$ cat src/sarr_pkg.sv
package sarr_pkg;
   localparam int DATA_W = 16;
   localparam int FIFO_DEPTH = 8;
   localparam int CLK_PERIOD_NS = 50;
   // Longest conversion time; rounded down to whole cycles
   localparam int CONV_TIME_NS = 8800;
   localparam int CONV_CYC = CONV_TIME_NS / CLK_PERIOD_NS;
   localparam int CONV_CNT_W = $clog2(CONV_CYC + 1);
   localparam int BIT_CNT_W = $clog2(DATA_W);
   localparam logic [DATA_W-1:0] RESULT_RESET = 16'h0000;
   typedef enum logic [1:0] {
      SARR_ACQ,
      SARR_CONV,
      SARR_READ
   } sarr_state_type;
endpackage

$ cat src/sarr_top.sv
`timescale 1ns/10ps
`default_nettype none
module sarr_top (
   // Clocking
   input wire logic clk,
   input wire logic rst_n,
   input wire logic clk_en,
   // Serial pins
   input wire logic conversion_start_pin,
   input wire logic din_pin,
   input wire logic sclk_pin,
   output logic dout_o,
   output logic dout_oe,
   // Converter core
   output logic sample_req,
   output logic conv_busy,
   input wire logic sample_valid,
   output logic sample_ready,
   input wire logic [sarr_pkg::DATA_W-1:0] sample_data
);
   import sarr_pkg::*;

   logic [2:0] cv_sync_q;
   logic [2:0] din_sync_q;
   logic [2:0] sck_sync_q;
   logic cv_s;
   logic din_s;
   logic conv_rise;
   logic conv_fall;
   logic din_rise;
   logic din_fall;
   logic sclk_fall;
   sarr_state_type state_q;
   sarr_state_type state_d;
   logic [CONV_CNT_W-1:0] cnt_q;
   logic [CONV_CNT_W-1:0] cnt_d;
   logic [BIT_CNT_W-1:0] bits_q;
   logic [BIT_CNT_W-1:0] bits_d;
   logic [DATA_W-1:0] shreg_q;
   logic [DATA_W-1:0] shreg_d;
   logic daisy_q;
   logic daisy_d;
   logic src_din_q;
   logic src_din_d;
   logic oe_q;
   logic oe_d;
   logic req_q;
   logic req_d;
   logic fifo_valid;
   logic fifo_pop;
   logic [DATA_W-1:0] fifo_data;

   // Bit 0 feeds bit 1 only; edges compare bits 1 and 2
   always_ff @(posedge clk or negedge rst_n) begin
      if (!rst_n) begin
         cv_sync_q <= 3'h7;
         din_sync_q <= 3'h7;
         sck_sync_q <= 3'h0;
      end else if (clk_en) begin
         cv_sync_q <= {cv_sync_q[1:0], conversion_start_pin};
         din_sync_q <= {din_sync_q[1:0], din_pin};
         sck_sync_q <= {sck_sync_q[1:0], sclk_pin};
      end
   end

   assign cv_s = cv_sync_q[1];
   assign din_s = din_sync_q[1];
   assign conv_rise = cv_s && !cv_sync_q[2];
   assign conv_fall = !cv_s && cv_sync_q[2];
   assign din_rise = din_s && !din_sync_q[2];
   assign din_fall = !din_s && din_sync_q[2];
   assign sclk_fall = !sck_sync_q[1] && sck_sync_q[2];

   sarr_fifo #(
      .WIDTH(DATA_W),
      .DEPTH(FIFO_DEPTH)
   ) u_fifo (
      .clk(clk),
      .rst_n(rst_n),
      .clk_en(clk_en),
      .in_valid(sample_valid),
      .in_ready(sample_ready),
      .in_data(sample_data),
      .out_valid(fifo_valid),
      .out_ready(fifo_pop),
      .out_data(fifo_data)
   );

   // Result waits in the conversion state until the core has delivered it
   assign fifo_pop = (state_q == SARR_CONV)
      && (cnt_q >= CONV_CNT_W'(CONV_CYC - 1));

   always_comb begin
      state_d = state_q;
      cnt_d = cnt_q;
      bits_d = bits_q;
      shreg_d = shreg_q;
      daisy_d = daisy_q;
      src_din_d = src_din_q;
      oe_d = oe_q;
      req_d = 1'b0;
      if (conv_rise && state_q != SARR_CONV) begin
         oe_d = 1'b0;
         daisy_d = !din_s;
         cnt_d = '0;
         req_d = 1'b1;
         state_d = SARR_CONV;
      end else begin
         unique case (state_q)
            SARR_CONV: begin
               if (cnt_q < CONV_CNT_W'(CONV_CYC - 1)) begin
                  cnt_d = cnt_q + 1'b1;
               end else if (fifo_valid) begin
                  shreg_d = fifo_data;
                  bits_d = '0;
                  state_d = SARR_ACQ;
               end
            end
            SARR_ACQ: begin
               if (conv_fall && (daisy_q || din_s)) begin
                  oe_d = 1'b1;
                  src_din_d = 1'b0;
                  state_d = SARR_READ;
               end else if (!daisy_q && din_fall && cv_s) begin
                  oe_d = 1'b1;
                  src_din_d = 1'b1;
                  state_d = SARR_READ;
               end
            end
            SARR_READ: begin
               if (!daisy_q && src_din_q && din_rise) begin
                  oe_d = 1'b0;
                  state_d = SARR_ACQ;
               end else if (sclk_fall) begin
                  // Chain data enters at the bottom as the result leaves
                  shreg_d = {shreg_q[DATA_W-2:0], din_s};
                  bits_d = bits_q + 1'b1;
                  if (!daisy_q && bits_q == BIT_CNT_W'(DATA_W - 1)) begin
                     oe_d = 1'b0;
                     state_d = SARR_ACQ;
                  end
               end
            end
         endcase
      end
   end

   always_ff @(posedge clk or negedge rst_n) begin
      if (!rst_n) begin
         state_q <= SARR_ACQ;
         cnt_q <= '0;
         bits_q <= '0;
         shreg_q <= RESULT_RESET;
         daisy_q <= 1'b0;
         src_din_q <= 1'b0;
         oe_q <= 1'b0;
         req_q <= 1'b0;
      end else if (clk_en) begin
         state_q <= state_d;
         cnt_q <= cnt_d;
         bits_q <= bits_d;
         shreg_q <= shreg_d;
         daisy_q <= daisy_d;
         src_din_q <= src_din_d;
         oe_q <= oe_d;
         req_q <= req_d;
      end
   end

   // Edge detection costs three clocks, so pin delays are far above the
   // nanosecond figures of a real converter; sclk must stay below clk/4
   assign dout_o = shreg_q[DATA_W-1];
   assign dout_oe = oe_q;
   assign sample_req = req_q;
   assign conv_busy = state_q == SARR_CONV;
endmodule
`default_nettype wire

$ cat src/sarr_fifo.sv
`timescale 1ns/10ps
`default_nettype none
module sarr_fifo #(
   parameter int WIDTH = 16,
   parameter int DEPTH = 8
) (
   // Clocking
   input wire logic clk,
   input wire logic rst_n,
   input wire logic clk_en,
   // Fill side
   input wire logic in_valid,
   output logic in_ready,
   input wire logic [WIDTH-1:0] in_data,
   // Drain side
   output logic out_valid,
   input wire logic out_ready,
   output logic [WIDTH-1:0] out_data
);
   localparam int AW = $clog2(DEPTH);
   logic [WIDTH-1:0] mem_q [DEPTH];
   logic [AW:0] wr_q;
   logic [AW:0] wr_d;
   logic [AW:0] rd_q;
   logic [AW:0] rd_d;
   logic push;
   logic pop;

   // Extra pointer bit tells full from empty
   assign in_ready = (wr_q[AW] == rd_q[AW]) || (wr_q[AW-1:0] != rd_q[AW-1:0]);
   assign out_valid = wr_q != rd_q;
   assign out_data = mem_q[rd_q[AW-1:0]];
   assign push = in_valid && in_ready && clk_en;
   assign pop = out_valid && out_ready && clk_en;

   always_comb begin
      wr_d = wr_q;
      rd_d = rd_q;
      if (push) begin
         wr_d = wr_q + 1'b1;
      end
      if (pop) begin
         rd_d = rd_q + 1'b1;
      end
   end

   always_ff @(posedge clk or negedge rst_n) begin
      if (!rst_n) begin
         wr_q <= '0;
         rd_q <= '0;
      end else begin
         wr_q <= wr_d;
         rd_q <= rd_d;
      end
   end

   // Storage has no reset; only words behind the write pointer are read
   always_ff @(posedge clk) begin
      if (push) begin
         mem_q[wr_q[AW-1:0]] <= in_data;
      end
   end
endmodule
`default_nettype wire

$ cat config.mk
export PLATFORM = sky130hd
export DESIGN_NAME = sarr_top
export DESIGN_NICKNAME = d
export VERILOG_FILES = /design/src/sarr_pkg.sv /design/src/sarr_top.sv /design/src/sarr_fifo.sv
export SDC_FILE = /design/constraint.sdc
export NUM_CORES = 1
export LEC_CHECK = 0
export ABC_AREA = 1
export BUFFER_PORTS_ARGS = -buffer_cell sky130_fd_sc_hd__buf_2
export CAP_MARGIN = 5
export CORE_MARGIN = 5
export CORE_UTILIZATION = 58
export DETAILED_ROUTE_END_ITERATION = 16
export GPL_ROUTABILITY_DRIVEN = 0
export PLACE_DENSITY = 0.75
export REMOVE_ABC_BUFFERS = 1
export SYNTH_ARGS = -nofsm -noshare
export SYNTH_HDL_FRONTEND = slang
export SYNTH_SLANG_ARGS = --single-unit
$ cat constraint.sdc
create_clock -name clk -period 3.9 [get_ports clk]
set_clock_uncertainty 0.1 [all_clocks]
set_input_delay 0.195 -clock clk [delete_from_list [all_inputs] [get_ports clk]]
set_output_delay 0.195 -clock clk [all_outputs]
set_load 0.01 [all_outputs]
==> results.json <==
{
  "vias_per_cell": 5.61,
  "ys.warnings.count": 0,
  "area_delta_synth_final_pct": 13.4,
  "avgSynthCellArea_um2": 10.1,
  "start_util": 0.593,
  "antenna_found_initial": 0,
  "cts.clk_slew.worst_paths_ns": 0.07,
  "max_stage_delay_ns": 0.66,
  "run_status": "complete, no violations",
  "worst_pin_slew_ns": 0.771,
  "r2r_slack_ns": 0.83,
  "cts_tree": "yes",
  "h-tree-depth": 4,
  "worstPathMaxFanout": 19,
  "insertion_delay_ns": 0.44,
  "final-setup-viol-count": 0,
  "r2r-start": "u_fifo.rd_q[2]",
  "synth_seq_cells": 179,
  "cts_buffers": 17,
  "via_count": 5673,
  "power_density_nw_per_um2": 688,
  "slew_headroom": 0.486,
  "avgRoutedWirePerCell_um": 17.2,
  "grt_max_degree": 66,
  "antenna_left": 0,
  "antenna_cells": 0,
  "drt_pass1_iterations": 5,
  "syn_inst": 781,
  "cts_resized": 0,
  "hold_viol": 0,
  "grt_first_pass_wirelength_um": 28500,
  "drv_slew": 0,
  "multi_input_comb_area_um2": 2420,
  "clockBufferDepth": 2,
  "hold_slack_ns": 0.00637,
  "root_buffer": "clkbuf_16",
  "yosys_most_used_dff": "edfxtp_1",
  "ir_worst_vdd_mv": 0.405,
  "ys_seq_area_frac": 0.653,
  "min_period_ns": 3.07,
  "globalRouteOverflowTotal": 0,
  "start_kind": "flip-flop",
  "cp-end-kind": "flip-flop",
  "r2r_cells": 10,
  "async_flop_share": 0.285,
  "worstPathCellList": "inv_4 > nand2_1 > nand2_1 > a21oi_1 > nand2_1 > nand3_2 > inv_1 > nand2_1 > nor2_1 > buf_4",
  "r2r_end": "u_fifo.mem_q[4][12]",
  "synth.distinct_cells": 33,
  "synth-edff-count": 128,
  "cap_violations": 0,
  "postLayoutCellArea_um2": 8910,
  "post-route-util": 0.673,
  "min_path_type": "in -> reg",
  "gr-usage-all-layers": 0.228,
  "dp_hpwl_um": 11400,
  "route.detailed.drc": 0,
  "cts_num_sinks": 179,
  "tns_ns": 0,
  "rsz0062_at_grt": "false",
  "final_common_cell": "nand2_1",
  "placed_area_um2": 8140,
  "final_cell_mix": "nand2_1, edfxtp_1, nor2_1",
  "cp.required_ns": 3.94,
  "port_buffers": 27,
  "rows": 42,
  "seqCellArea_um2": 5130,
  "total_leakage_power_nw": 3.67,
  "totalWireLength_um": 17400,
  "grt_pass1_vias": 5770,
  "nets": 849,
  "io_pins": 28,
  "syn-cell-area_um2": 7860,
  "clock.fmax_ghz": 0.326,
  "period_share": 0.786,
  "die_x_um": 126,
  "whs_endpoint": "u_fifo.mem_q[1][7]",
  "fillers": 967,
  "die_y_um": 126,
  "cp_common_cell": "nand2_1",
  "first_iter_violations": 545,
  "crit_type": "reg -> reg",
  "dieArea_um2": 16000,
  "min_path_cells": 1,
  "critPathSlowestCell": "dfrtp_1",
  "worstPathArrival_ns": 3.11,
  "core_area_um2": 13200,
  "worstHoldStart": "sample_data[7]",
  "layout-drive-gt1-share": 0.131
}
logic make-up (layout without fill, tap and decap cells):
logic type      after synthesis  count (layout)  synth area share
simple gates                446             446             0.243
flops                       179             179             0.653
compound gates               77              77            0.0505
buf+inv                      69             123            0.0408
xor+xnor                      6               6           0.00669
fa+ha+maj                     4               4           0.00637
worst max-delay path: cells and delay by family, from the launching register on:
family / cells / cell delay, ns
and+or+nand+nor: 6 / 1.18
buffers and inverters: 3 / 0.78
DFF: 1 / 0.66
AOI/OAI and AO/OA: 1 / 0.04
what timing repair did:
action	in CTS	in global routing
buffers inserted	0	0
endpoints found under the hold margin	147	0
hold buffers	17	0
setup endpoints to repair	0	0
power by group:
group          switching [mW]  internal, mW  total, mW
logic                    1.24         0.579       1.82
registers               0.236          2.32       2.56
clock network           0.732          1.02       1.75
total                    2.20          3.92       6.13
through the flow:
stage	power, mW	cells	setup slack [ns]
3_3_place_gp	4.29	962	1.02
4_1_cts	6.13	1011	0.869
3_5_place_dp	4.35	962	0.894
2_1_floorplan	3.79	746	0.0489
5_1_grt	6.52	1011	0.623
6_report	6.13	1011	0.833
registers in the layout (all words and copies together) (netlist names):
| register | cells |
|---|---|
| bits_q | 4 |
| cnt_q | 8 |
| cv_sync_q | 3 |
| daisy_q | 1 |
| din_sync_q | 3 |
| dout_oe | 1 |
| sample_req | 1 |
| sck_sync_q | 3 |
| shreg_q | 16 |
| src_din_q | 1 |
| state_q | 2 |
| u_fifo.mem_q | 128 |
| u_fifo.rd_q | 4 |
| u_fifo.wr_q | 4 |
layer usage:
metal,part of all wire,track usage
met3,0.072,0.0643
met5,0,0
met1,0.42,0.292
met2,0.48,0.370
met4,0.029,0.0927
worst max path at each step:
stage,start,to,cells past startpoint
after floorplan,u_fifo.rd_q[0],u_fifo.mem_q[3][0],7
after global placement,u_fifo.rd_q[2],u_fifo.mem_q[4][9],10
after detailed placement,u_fifo.rd_q[2],u_fifo.mem_q[4][1],10
after CTS,u_fifo.rd_q[2],u_fifo.mem_q[4][15],10
after global routing,u_fifo.rd_q[2],u_fifo.mem_q[4][3],10
final,u_fifo.rd_q[2],u_fifo.mem_q[4][12],10
synthesized netlist by cell type (2+ instances only):
| library cell | n | share of area |
|---|---|---|
| dfrtp_1 | 45 | 0.14 |
| nand4_1 | 6 | 0.0048 |
| edfxtp_1 | 128 | 0.49 |
| inv_1 | 25 | 0.012 |
| nor3_1 | 5 | 0.0032 |
| inv_2 | 6 | 0.0029 |
| nor3b_1 | 3 | 0.0029 |
| ha_1 | 4 | 0.0064 |
| a21oi_1 | 3 | 0.0019 |
| o21ai_1 | 7 | 0.0045 |
| nor2_8 | 2 | 0.0051 |
| buf_6 | 4 | 0.0057 |
| nand2_4 | 3 | 0.0043 |
| o21ai_0 | 66 | 0.042 |
| nand2_1 | 229 | 0.11 |
| nor2_1 | 120 | 0.057 |
| nor2_2 | 3 | 0.0024 |
| nand2_2 | 9 | 0.0072 |
| nor2_4 | 2 | 0.0029 |
| xor2_1 | 5 | 0.0056 |
| buf_2 | 12 | 0.0076 |
| clkbuf_1 | 11 | 0.0053 |
| dfstp_2 | 6 | 0.020 |
| buf_4 | 3 | 0.0029 |
| buf_1 | 5 | 0.0024 |
| inv_4 | 2 | 0.0016 |
| nand3_1 | 61 | 0.039 |
area by class of cell:
type / instances / area share
inverters: 34 / 0.0149
clock buffers: 20 / 0.0490
clock inverters: 12 / 0.0188
repair buffers: 57 / 0.0452
flip-flops and latches: 179 / 0.575
multi-input cells: 533 / 0.272
well taps: 176 / 0.0247
Note: power is estimated with default switching activity, not from simulation.
